<file path="src/common/npr_map.vh">
// Register map, command codes and timing counts of the NOR flash controller.
// Assumes a 100 MHz hclk and a flash in word mode with 26 word address bits.
`ifndef NPR_MAP_VH
`define NPR_MAP_VH
// Register offsets on the bus
`define NPR_OFF_CMD 12'h000
`define NPR_OFF_CFG 12'h004
`define NPR_OFF_ADDR 12'h008
`define NPR_OFF_WDATA 12'h00c
`define NPR_OFF_COUNT 12'h010
`define NPR_OFF_BUFLD 12'h014
`define NPR_OFF_STAT 12'h018
`define NPR_OFF_RDATA 12'h01c
// Field positions
`define NPR_CFG_SKIP 0
`define NPR_ST_BUSY 0
`define NPR_ST_ABP 1
`define NPR_ST_ERR 2
`define NPR_ST_POLL 3
`define NPR_ST_TOG 4
`define NPR_ST_TLIM 5
`define NPR_ST_BABT 6
`define NPR_ST_RVLD 7
`define NPR_DQ_POLL 7
`define NPR_DQ_TOG 6
`define NPR_DQ_TLIM 5
`define NPR_DQ_BABT 1
// Operation codes written to the command register
`define NPR_OP_CLRBUF 3'h0
`define NPR_OP_READ 3'h1
`define NPR_OP_PROG 3'h2
`define NPR_OP_BUF 3'h3
`define NPR_OP_ARST 3'h4
`define NPR_OP_SUSP 3'h5
`define NPR_OP_RES 3'h6
`define NPR_OP_HWRST 3'h7
// Flash command words and unlock addresses
`define NPR_UA1 26'h0000555
`define NPR_UA2 26'h00002aa
`define NPR_CD_UNL1 16'h00aa
`define NPR_CD_UNL2 16'h0055
`define NPR_CD_PROG 16'h00a0
`define NPR_CD_BUFLD 16'h0025
`define NPR_CD_CONF 16'h0029
`define NPR_CD_ARST 16'h00f0
`define NPR_CD_SUSP 16'h00b0
`define NPR_CD_RES 16'h0030
`define NPR_BUF_LAST 6'h1f
// Reset values
`define NPR_RST_CFG 1'h0
`define NPR_RST_ADDR 26'h0000000
`define NPR_RST_DATA 16'h0000
// Timing in ns and derived cycle counts (least times round up)
`define NPR_CLK_MHZ 100
`define NPR_T_ACC_NS 120
`define NPR_T_PACC_NS 25
`define NPR_T_WP_NS 35
`define NPR_T_RP_NS 500
`define NPR_T_READY_NS 20000
`define NPR_ACC_CYC ((`NPR_T_ACC_NS * `NPR_CLK_MHZ + 999) / 1000)
`define NPR_PACC_CYC ((`NPR_T_PACC_NS * `NPR_CLK_MHZ + 999) / 1000)
`define NPR_WP_CYC ((`NPR_T_WP_NS * `NPR_CLK_MHZ + 999) / 1000)
`define NPR_RP_CYC ((`NPR_T_RP_NS * `NPR_CLK_MHZ + 999) / 1000)
`define NPR_READY_CYC ((`NPR_T_READY_NS * `NPR_CLK_MHZ + 999) / 1000)
`endif

</file>
<file path="src/hw/npr_sync.v">
// Two-stage synchroniser for a bus of asynchronous pin inputs.
// Assumes the bits are sampled words that settle well before they are used.
`timescale 1ns/1ns
module npr_sync #(
   parameter W = 16
) (
   // Clock and reset
   input wire hclk,
   input wire hresetn,
   input wire clk_en,
   // Data
   input wire [W-1:0] d,
   output reg [W-1:0] q
);
   reg [W-1:0] s1_r;

   // First stage feeds only the second
   always @(posedge hclk or negedge hresetn) begin
      if (!hresetn) begin
         s1_r <= {W{1'b0}};
         q <= {W{1'b0}};
      end else if (clk_en) begin
         s1_r <= d;
         q <= s1_r;
      end
   end
endmodule // npr_sync

</file>
<file path="src/hw/npr_pincyc.v">
// One flash bus cycle: a command write or an array read on the flash pins.
// Assumes dq_sync is the flash data already passed through two flip-flops.
`timescale 1ns/1ns
`include "npr_map.vh"
module npr_pincyc (
   // Clock and reset
   input wire hclk,
   input wire hresetn,
   input wire clk_en,
   // Request
   input wire start,
   input wire wr,
   input wire [25:0] addr,
   input wire [15:0] wdata,
   output wire busy,
   output reg done,
   output reg [15:0] rdata,
   // Flash pins
   input wire [15:0] dq_sync,
   output reg f_ce_n,
   output reg f_oe_n,
   output reg f_we_n,
   output reg [25:0] f_addr,
   output reg [15:0] f_dq_out,
   output reg f_dq_oe
);
   localparam [1:0] P_IDLE = 2'h0;
   localparam [1:0] P_SET = 2'h1;
   localparam [1:0] P_STB = 2'h2;
   localparam [1:0] P_HLD = 2'h3;
   // Two extra cycles cover the input synchroniser
   localparam integer ACC_C = `NPR_ACC_CYC + 2;
   localparam integer PACC_C = `NPR_PACC_CYC + 2;
   localparam integer WP_C = `NPR_WP_CYC;
   reg [1:0] st_r;
   reg [11:0] cnt_r;
   reg [11:0] lim_r;
   reg wr_r;
   reg pg_vld_r;
   reg [22:0] pg_r;
   wire hit = pg_vld_r && !wr && (addr[25:3] == pg_r);

   assign busy = (st_r != P_IDLE);

   // Cycle sequencer; select stays low after a read to keep the page open
   always @(posedge hclk or negedge hresetn) begin
      if (!hresetn) begin
         st_r <= P_IDLE;
         cnt_r <= 12'h000;
         lim_r <= 12'h001;
         wr_r <= 1'b0;
         pg_vld_r <= 1'b0;
         pg_r <= 23'h000000;
         done <= 1'b0;
         rdata <= 16'h0000;
         f_ce_n <= 1'b1;
         f_oe_n <= 1'b1;
         f_we_n <= 1'b1;
         f_addr <= 26'h0000000;
         f_dq_out <= 16'h0000;
         f_dq_oe <= 1'b0;
      end else if (clk_en) begin
         done <= 1'b0;
         cnt_r <= cnt_r + 12'h001;
         case (st_r)
            P_IDLE: begin
               if (start) begin
                  st_r <= P_SET;
                  wr_r <= wr;
                  f_addr <= addr;
                  f_ce_n <= 1'b0;
                  f_dq_out <= wdata;
                  f_dq_oe <= wr;
                  lim_r <= wr ? WP_C[11:0] : (hit ? PACC_C[11:0] : ACC_C[11:0]);
               end
            end
            P_SET: begin
               st_r <= P_STB;
               cnt_r <= 12'h001;
               if (wr_r) begin
                  f_we_n <= 1'b0;
               end else begin
                  f_oe_n <= 1'b0;
               end
            end
            P_STB: begin
               if (cnt_r >= lim_r) begin
                  if (wr_r) begin
                     st_r <= P_HLD;
                     f_we_n <= 1'b1;
                  end else begin
                     st_r <= P_IDLE;
                     rdata <= dq_sync;
                     f_oe_n <= 1'b1;
                     done <= 1'b1;
                     pg_vld_r <= 1'b1;
                     pg_r <= f_addr[25:3];
                  end
               end
            end
            P_HLD: begin
               // Data still driven past the write rise; select then released
               st_r <= P_IDLE;
               f_ce_n <= 1'b1;
               f_dq_oe <= 1'b0;
               pg_vld_r <= 1'b0;
               done <= 1'b1;
            end
            default: st_r <= P_IDLE;
         endcase
      end
   end
endmodule // npr_pincyc

</file>
<file path="src/hw/npr_ctrl.v">
// Host controller for a parallel NOR flash: AHB-Lite register slave plus
// command sequencer for page reads, single and buffered program.
// Assumes one flash on the pins, word mode, and a single AHB master.
`timescale 1ns/1ns
`include "npr_map.vh"
module npr_ctrl (
   // Clock, reset, enable
   input wire hclk,
   input wire hresetn,
   input wire clk_en,
   // AHB-Lite slave
   input wire hsel,
   input wire [31:0] haddr,
   input wire [1:0] htrans,
   input wire hwrite,
   input wire [2:0] hsize,
   input wire [31:0] hwdata,
   input wire hready,
   output wire hreadyout,
   output wire hresp,
   output reg [31:0] hrdata,
   // Flash pins
   output wire flash_ce_n,
   output wire flash_oe_n,
   output wire flash_we_n,
   output reg flash_rst_n,
   output wire [25:0] flash_addr,
   input wire [15:0] flash_dq_in,
   output wire [15:0] flash_dq_out,
   output wire flash_dq_oe
);
   localparam [3:0] S_IDLE = 4'h0;
   localparam [3:0] S_UNL1 = 4'h1;
   localparam [3:0] S_UNL2 = 4'h2;
   localparam [3:0] S_SETUP = 4'h3;
   localparam [3:0] S_COUNT = 4'h4;
   localparam [3:0] S_LOAD = 4'h5;
   localparam [3:0] S_CONF = 4'h6;
   localparam [3:0] S_TGT = 4'h7;
   localparam [3:0] S_READ = 4'h8;
   localparam [3:0] S_RSTLO = 4'h9;
   localparam [3:0] S_RSTWT = 4'ha;
   localparam integer RP_C = `NPR_RP_CYC;
   localparam integer READY_C = `NPR_READY_CYC;

   // Bus state
   reg wr_ph_r;
   reg [11:0] wa_r;
   // Software registers
   reg [2:0] op_r;
   reg skip_r;
   reg [25:0] addr_r;
   reg [15:0] wdata_r;
   reg [5:0] count_r;
   reg [5:0] wptr_r;
   reg [4:0] boff [0:31];
   reg [15:0] bdat [0:31];
   // Sequencer and status
   reg [3:0] st_r;
   reg [3:0] st_nxt;
   reg [3:0] first_nxt;
   reg iss_r;
   reg [5:0] lidx_r;
   reg [25:0] last_r;
   reg [11:0] tcnt_r;
   reg abp_r;
   reg err_r;
   reg [15:0] rd_r;
   reg tog_r;
   reg rvld_r;
   reg [25:0] cyc_addr;
   reg [15:0] cyc_data;
   reg [31:0] rd_mux;
   wire cyc_busy;
   wire cyc_done;
   wire [15:0] cyc_rdata;
   wire [15:0] dq_sync;

   // Zero-wait slave; a frozen clock enable stretches the data phase
   assign hreadyout = clk_en;
   assign hresp = 1'b0;
   wire acc = hsel && htrans[1] && hready && clk_en;
   wire we_go = wr_ph_r && clk_en;
   wire cmd_go = we_go && (wa_r == `NPR_OFF_CMD);
   wire idle = (st_r == S_IDLE);
   wire [2:0] new_op = hwdata[2:0];
   // While an abort is pending only the abort reset, hardware reset and reads pass
   wire op_ok = idle && (!abp_r || new_op == `NPR_OP_ARST ||
                new_op == `NPR_OP_HWRST || new_op == `NPR_OP_READ);
   wire bl_go = we_go && (wa_r == `NPR_OFF_BUFLD) && idle && !wptr_r[5];
   wire bus_st = (st_r != S_IDLE) && (st_r <= S_READ);
   wire cyc_start = bus_st && !iss_r && !cyc_busy;
   wire is_wr = (st_r != S_READ);
   wire lds_done = (lidx_r == count_r);

   // Address phase capture and registered read data
   always @(posedge hclk or negedge hresetn) begin
      if (!hresetn) begin
         wr_ph_r <= 1'b0;
         wa_r <= 12'h000;
         hrdata <= 32'h00000000;
      end else if (clk_en) begin
         wr_ph_r <= acc && hwrite;
         if (acc) begin
            wa_r <= haddr[11:0];
         end
         if (acc && !hwrite) begin
            hrdata <= rd_mux;
         end
      end
   end

   // Read mux; unmapped offsets read as zero
   always @* begin
      rd_mux = 32'h00000000;
      case (haddr[11:0])
         `NPR_OFF_CMD: rd_mux[2:0] = op_r;
         `NPR_OFF_CFG: rd_mux[`NPR_CFG_SKIP] = skip_r;
         `NPR_OFF_ADDR: rd_mux[25:0] = addr_r;
         `NPR_OFF_WDATA: rd_mux[15:0] = wdata_r;
         `NPR_OFF_COUNT: rd_mux[5:0] = count_r;
         `NPR_OFF_BUFLD: rd_mux[5:0] = wptr_r;
         `NPR_OFF_STAT: begin
            rd_mux[`NPR_ST_BUSY] = !idle;
            rd_mux[`NPR_ST_ABP] = abp_r;
            rd_mux[`NPR_ST_ERR] = err_r;
            rd_mux[`NPR_ST_POLL] = rd_r[`NPR_DQ_POLL];
            rd_mux[`NPR_ST_TOG] = tog_r;
            rd_mux[`NPR_ST_TLIM] = rd_r[`NPR_DQ_TLIM];
            rd_mux[`NPR_ST_BABT] = rd_r[`NPR_DQ_BABT];
            rd_mux[`NPR_ST_RVLD] = rvld_r;
         end
         `NPR_OFF_RDATA: rd_mux[15:0] = rd_r;
         default: rd_mux = 32'h00000000;
      endcase
   end

   // Buffer storage; any offset order and repeats are kept as written
   always @(posedge hclk) begin
      if (clk_en && bl_go) begin
         boff[wptr_r[4:0]] <= hwdata[20:16];
         bdat[wptr_r[4:0]] <= hwdata[15:0];
      end
   end

   // First step of each operation
   always @* begin
      case (new_op)
         `NPR_OP_READ: first_nxt = S_READ;
         `NPR_OP_PROG: first_nxt = skip_r ? S_SETUP : S_UNL1;
         `NPR_OP_BUF: first_nxt = skip_r ? S_SETUP : S_UNL1;
         `NPR_OP_ARST: first_nxt = S_UNL1;
         `NPR_OP_SUSP: first_nxt = S_SETUP;
         `NPR_OP_RES: first_nxt = S_SETUP;
         `NPR_OP_HWRST: first_nxt = S_RSTLO;
         default: first_nxt = S_IDLE;
      endcase
   end

   // Step order once a bus cycle completes
   always @* begin
      case (st_r)
         S_UNL1: st_nxt = S_UNL2;
         S_UNL2: st_nxt = S_SETUP;
         S_SETUP: begin
            if (op_r == `NPR_OP_PROG) begin
               st_nxt = S_TGT;
            end else if (op_r == `NPR_OP_BUF) begin
               st_nxt = S_COUNT;
            end else begin
               st_nxt = S_IDLE;
            end
         end
         // Oversized count: the flash aborts, so loading stops here
         S_COUNT: st_nxt = (count_r > `NPR_BUF_LAST) ? S_IDLE : S_LOAD;
         S_LOAD: st_nxt = lds_done ? S_CONF : S_LOAD;
         default: st_nxt = S_IDLE;
      endcase
   end

   // Address and data of the current flash write
   always @* begin
      cyc_addr = addr_r;
      cyc_data = 16'h0000;
      case (st_r)
         S_UNL1: begin
            cyc_addr = `NPR_UA1;
            cyc_data = `NPR_CD_UNL1;
         end
         S_UNL2: begin
            cyc_addr = `NPR_UA2;
            cyc_data = `NPR_CD_UNL2;
         end
         S_SETUP: begin
            case (op_r)
               `NPR_OP_PROG: begin
                  cyc_addr = `NPR_UA1;
                  cyc_data = `NPR_CD_PROG;
               end
               `NPR_OP_BUF: cyc_data = `NPR_CD_BUFLD;
               `NPR_OP_ARST: begin
                  cyc_addr = `NPR_UA1;
                  cyc_data = `NPR_CD_ARST;
               end
               `NPR_OP_SUSP: cyc_data = `NPR_CD_SUSP;
               default: cyc_data = `NPR_CD_RES;
            endcase
         end
         S_COUNT: cyc_data = {10'h000, count_r};
         // All loads share the page of the target address from bit five up
         S_LOAD: begin
            cyc_addr = {addr_r[25:5], boff[lidx_r[4:0]]};
            cyc_data = bdat[lidx_r[4:0]];
         end
         S_CONF: begin
            cyc_addr = last_r;
            cyc_data = `NPR_CD_CONF;
         end
         S_TGT: cyc_data = wdata_r;
         default: cyc_data = 16'h0000;
      endcase
   end

   // Registers, sequencer and status
   always @(posedge hclk or negedge hresetn) begin
      if (!hresetn) begin
         op_r <= `NPR_OP_CLRBUF;
         skip_r <= `NPR_RST_CFG;
         addr_r <= `NPR_RST_ADDR;
         wdata_r <= `NPR_RST_DATA;
         count_r <= 6'h00;
         wptr_r <= 6'h00;
         st_r <= S_IDLE;
         iss_r <= 1'b0;
         lidx_r <= 6'h00;
         last_r <= `NPR_RST_ADDR;
         tcnt_r <= 12'h000;
         abp_r <= 1'b0;
         err_r <= 1'b0;
         rd_r <= `NPR_RST_DATA;
         tog_r <= 1'b0;
         rvld_r <= 1'b0;
         flash_rst_n <= 1'b1;
      end else if (clk_en) begin
         if (we_go && idle) begin
            if (wa_r == `NPR_OFF_CFG) skip_r <= hwdata[`NPR_CFG_SKIP];
            if (wa_r == `NPR_OFF_ADDR) addr_r <= hwdata[25:0];
            if (wa_r == `NPR_OFF_WDATA) wdata_r <= hwdata[15:0];
            if (wa_r == `NPR_OFF_COUNT) count_r <= hwdata[5:0];
         end
         if (bl_go) wptr_r <= wptr_r + 6'h01;
         // Error flag: write one to clear, a new refusal wins
         if (we_go && wa_r == `NPR_OFF_STAT && hwdata[`NPR_ST_ERR]) err_r <= 1'b0;
         if ((cmd_go && !op_ok) || (we_go && !idle && wa_r != `NPR_OFF_STAT)) begin
            err_r <= 1'b1;
         end
         if (cyc_start) iss_r <= 1'b1;
         case (st_r)
            S_IDLE: begin
               if (cmd_go && op_ok) begin
                  op_r <= new_op;
                  st_r <= first_nxt;
                  lidx_r <= 6'h00;
                  if (new_op == `NPR_OP_CLRBUF) wptr_r <= 6'h00;
               end
            end
            S_RSTLO: begin
               // Hardware reset pulse ends any program in the flash
               flash_rst_n <= 1'b0;
               tcnt_r <= tcnt_r + 12'h001;
               if (tcnt_r >= RP_C[11:0]) begin // Low for the whole RP_C count
                  st_r <= S_RSTWT;
                  tcnt_r <= 12'h000;
                  flash_rst_n <= 1'b1;
               end
            end
            S_RSTWT: begin
               tcnt_r <= tcnt_r + 12'h001;
               if (tcnt_r >= READY_C[11:0] - 12'h001) begin
                  st_r <= S_IDLE;
                  tcnt_r <= 12'h000;
                  abp_r <= 1'b0;
               end
            end
            default: begin
               if (cyc_done) begin
                  iss_r <= 1'b0;
                  st_r <= st_nxt;
                  if (st_r == S_LOAD) begin
                     lidx_r <= lidx_r + 6'h01;
                     last_r <= cyc_addr;
                  end
                  if (st_r == S_COUNT && count_r > `NPR_BUF_LAST) abp_r <= 1'b1;
                  if (st_r == S_CONF) wptr_r <= 6'h00;
                  if (st_r == S_SETUP && op_r == `NPR_OP_ARST) abp_r <= 1'b0;
                  if (st_r == S_READ) begin
                     rd_r <= cyc_rdata;
                     tog_r <= cyc_rdata[`NPR_DQ_TOG] ^ rd_r[`NPR_DQ_TOG];
                     rvld_r <= 1'b1;
                  end
               end
            end
         endcase
      end
   end

   // Flash data input synchroniser
   npr_sync #(
      .W(16)
   ) u_sync (
      .hclk(hclk),
      .hresetn(hresetn),
      .clk_en(clk_en),
      .d(flash_dq_in),
      .q(dq_sync)
   );

   // Pin cycle engine
   npr_pincyc u_cyc (
      .hclk(hclk),
      .hresetn(hresetn),
      .clk_en(clk_en),
      .start(cyc_start),
      .wr(is_wr),
      .addr(cyc_addr),
      .wdata(cyc_data),
      .busy(cyc_busy),
      .done(cyc_done),
      .rdata(cyc_rdata),
      .dq_sync(dq_sync),
      .f_ce_n(flash_ce_n),
      .f_oe_n(flash_oe_n),
      .f_we_n(flash_we_n),
      .f_addr(flash_addr),
      .f_dq_out(flash_dq_out),
      .f_dq_oe(flash_dq_oe)
   );
endmodule // npr_ctrl

</file>
<file path="config.mk">
export PLATFORM = sky130hd
export DESIGN_NAME = npr_ctrl
export DESIGN_NICKNAME = d
export VERILOG_FILES = /design/src/hw/npr_sync.v /design/src/hw/npr_pincyc.v /design/src/hw/npr_ctrl.v
export VERILOG_INCLUDE_DIRS = /design/src /design/src/common
export SDC_FILE = /design/constraint.sdc
export NUM_CORES = 1
export LEC_CHECK = 0
export BUFFER_PORTS_ARGS = -buffer_cell sky130_fd_sc_hd__clkbuf_2
export CAP_MARGIN = 20
export CORE_ASPECT_RATIO = 1.2
export CORE_MARGIN = 8
export CORE_UTILIZATION = 45
export DETAILED_ROUTE_END_ITERATION = 10
export SLEW_MARGIN = 20
export SYNTH_ARGS = -nofsm -noshare
export SYNTH_HDL_FRONTEND = slang
export SYNTH_SLANG_ARGS = --single-unit
</file>
<file path="constraint.sdc">
create_clock -name hclk -period 8.65 [get_ports hclk]
set_clock_uncertainty 0.05 [all_clocks]
set_input_delay 1.73 -clock hclk [delete_from_list [all_inputs] [get_ports hclk]]
set_output_delay 1.73 -clock hclk [all_outputs]
set_load 0.03 [all_outputs]
</file>
==> summary.md <==
| Metric | Value |
|---|---|
| DR pass1 iterations | 7 |
| Hold path depth | 2 |
| Number of vias per cell | 5.74 |
| Core Area | 0.0887 mm² |
| DIE WIDTH | 289 µm |
| Critical Path RT | roughly 7 ns |
| Initial antenna violation count | 1 |
| Post-synthesis simple-gate area fraction | 5.43% |
| Post-layout net count | around 2600 |
| Worst-Margin Slew | roughly 0.97 ns |
| Critical path fanouts, max | 61 |
| Synth Register Bits | 976 |
| Routed length per instance | 25.3 µm |
| DIE AREA | 0.0990 mm² |
| Pins Over Slew Limit | 0 |
| Initial Util | 45.2% |
| Number of core rows | 120 |
| Syn Std Cell Area | roughly 0.04 mm² |
| CTS sink count | slightly below 1000 |
| Maxcap violations | 0 |
| CTS Buffer Depth | 3 |
| Sequential fraction of the synthesis area | 69.3% |
| Final setup fails | 0 |
| Hold WC Path Type | flop to flop |
| Area Overhead vs Synth | 13.1% |
| First-pass GRT wire length | 145000 µm |
| Largest net degree at the start of global routing | 129 |
| Residual DRC | 0 |
| RSZ-0062 raised after global routing | no |
| I/O Pins | 172 |
| GR Overflow Total | 0 |
| CTS root buffer | clkbuf_16 |
| DP HPWL | 60700 µm |
| Main combinational cell family by area after synthesis | multiplexers |
| Multi-input logic area | 0.0116 mm² |
| Hold Fails Final Rpt | 0 |
| Fraction of layout cells with a size suffix above 1 | between 20% and 30% |
| Pwr Total | 10.7 mW |
| WP data arrival | 2.78 ns |
| Worst-Skew Late Latency | 0.67 ns |
| Worst VDD drop | 0.000154 V |
| Die Height | 343 µm |
| Crit. End Element | output pin |
| Post-synthesis mux area share | 17.3% |
| Filler Cells Inserted | 7134 |
| Post-CTS setup buffers | 0 |
| Fin Setup TNS | 0 ns |
| Leak | 16.4 nW |
| Power Dens Cells | 237 mW/mm² |
| Cts repair resizes | 0 |
| Synth Area in XOR/XNOR | 0.805% |
| Post-DRT Antenna Nets | 0 |
| Final wirelength | 95200 µm |
| Syn Inst Count | roughly 2400 |
| Buffers on Ports | 134 |
| Async SR Flop Fraction | 31.1% |
| Util after Layout | approximately half |
| Gr usage total | 19.3% |
| Syn Area/Cell | 16.9 µm² |
| WHS | between 0.4 and 0.5 ns |
| Period utilization | between 50% and 60% |
| Slew margin rel. | 35.6% |
| R2r worst-path depth | 9 |
| Fin crit period | 4.56 ns |
| EDFF count, synth | 672 |
| Synth top area share | 50.3% |
| Register area | 0.0278 mm² |
| Yosys Warn Count | 0 |
| Synth cell types | 87 |
| N_diodes | 0 |
| Final RePlAce weighted congestion | between 0.9 and 1 |
| CP Class | input pin to output pin |
| Compound-Gate Fraction of Synth Area | between 4 and 5% |
| Number of global-route vias before repair | ~23000 |
| Fraction of the mapped netlist area in adder cells | less than 1% |
| Top FF cell, synth | edfxtp_1 |
| Cts hold-fix bufs | 0 |
| Clk slew on worst S/H paths | around 0.060 ns |
| Fmax | 0.219 GHz |
| Outcome | completed |
| Via Count | 21600 |
| Leading area contributor after synthesis | edfxtp_1 |
| CTS Buf Count | 96 |
| CTS H-tree depth | 3 |
| CTS tree | done |
| Starting DRT DRC Count | about 1800 |
| Critical path launch point type | input pin |
| Top cells by area, synth | edfxtp_1 50%, dfrtp_1 19%, mux4_2 12% |
## cells by family (layout without fill, tap and decap cells)
group	Yosys count	after routing
flops	976	976
simple gates	461	461
xor+xnor	36	36
buf+inv	173	406
mux	411	411
fa+ha+maj	12	12
compound gates	300	300
other cells	1	7
## flip-flops by register name, summed over array words and instances (netlist names), 12 cells and up
signal          count
u_cyc.f_addr       26
hrdata             26
u_cyc.cnt_r        12
last_r             26
tcnt_r             12
rd_r               16
u_cyc.rdata        16
wdata_r            16
addr_r             26
bdat              512
wa_r               12
u_cyc.f_dq_out     16
u_cyc.pg_r         23
u_sync.s1_r        16
boff              160
u_sync.q           16
## worst paths after layout
kind	start	slack, ns	endpoint
hold / removal	u_cyc.lim_r[2]	0.40	u_cyc.lim_r[2]
setup / recovery	clk_en	4.09	hreadyout
hold reg to reg	u_cyc.lim_r[2]	0.40	u_cyc.lim_r[2]
min in group asynchronous	hresetn	1.08	addr_r[21]
setup reg to reg	lidx_r[0]	4.41	last_r[2]
max in group asynchronous	hresetn	5.97	u_cyc.f_dq_out[13]
## worst max-delay path, stage by stage
cell	delay, ns
clkbuf_2	0.10
buf_4	0.61
clkbuf_2	0.33
## per-stage QoR
stage	instances	setup WS [ns]	instance area [µm²]
floorplan	2376	4.16	40100
global placement	3590	3.54	42200
detailed placement	3590	3.39	42200
CTS	3768	4.08	45400
global route	3768	3.83	45400
finish	3768	4.09	45400
## final cells by class
| type | count | share of cell area (%) |
|---|---|---|
| well taps | 1159 | 3.20 |
| clock buffers | 135 | 5.93 |
| flip-flops and latches | 976 | 61.3 |
| multi-input cells | 1227 | 25.7 |
| repair buffers | 194 | 2.55 |
| inverters | 34 | 0.281 |
| clock inverters | 43 | 1.13 |
## layer usage
metal / vias up / global-route usage, % / wire, µm
met3: 168 / 2.88 / 4970
met4: 0 / 7.00 / 3340
met1: 11300 / 24.6 / 38600
li1: 9531 / - / -
met2: 628 / 33.5 / 48300
met5: - / 0 / 0
## cells in the mapped netlist, types with 10 or more instances
cell type and n:
a21o_1 13, a21oi_1 62, a22o_1 13, a31oi_1 14, and2_1 11, and3_1 19, buf_1 16, buf_2 46
buf_4 15, clkbuf_1 55, dfrtp_1 299, edfxtp_1 672, ha_1 12, inv_1 33, mux2_1 21, mux2_2 146
mux2i_1 36, mux4_2 208, nand2_1 192, nand2b_1 16, nand3_1 25, nand4_1 10, nor2_1 110, nor2b_1 12
nor3_1 13, o21ai_0 87, o21ai_1 21, or3_1 10, xor2_1 26
## cells in the final DEF, fill, tap and decap left out, types with 14 or more instances in the layout
cell type	netlist	final
buf_4	15	58
mux2i_1	36	36
dfrtp_1	299	295
a21oi_1	62	62
nand3_1	25	25
nand2_1	192	192
nor2_1	110	78
nor2_2	1	33
edfxtp_1	672	672
nand2b_1	16	16
o21ai_1	21	21
xor2_1	26	26
mux2_1	21	21
and3_1	19	18
clkbuf_16	0	97
mux2_2	146	146
clkbuf_2	0	133
clkbuf_1	55	26
inv_1	33	33
a31oi_1	14	14
o21ai_0	87	87
mux4_2	208	208
## report_power, final
group          switching [mW]  internal, mW  total (mW)
sequential              0.132          5.16        5.30
clock                    1.79          2.43        4.21
combinational           0.808         0.424        1.23
Note: power is estimated with default switching activity, not from simulation.
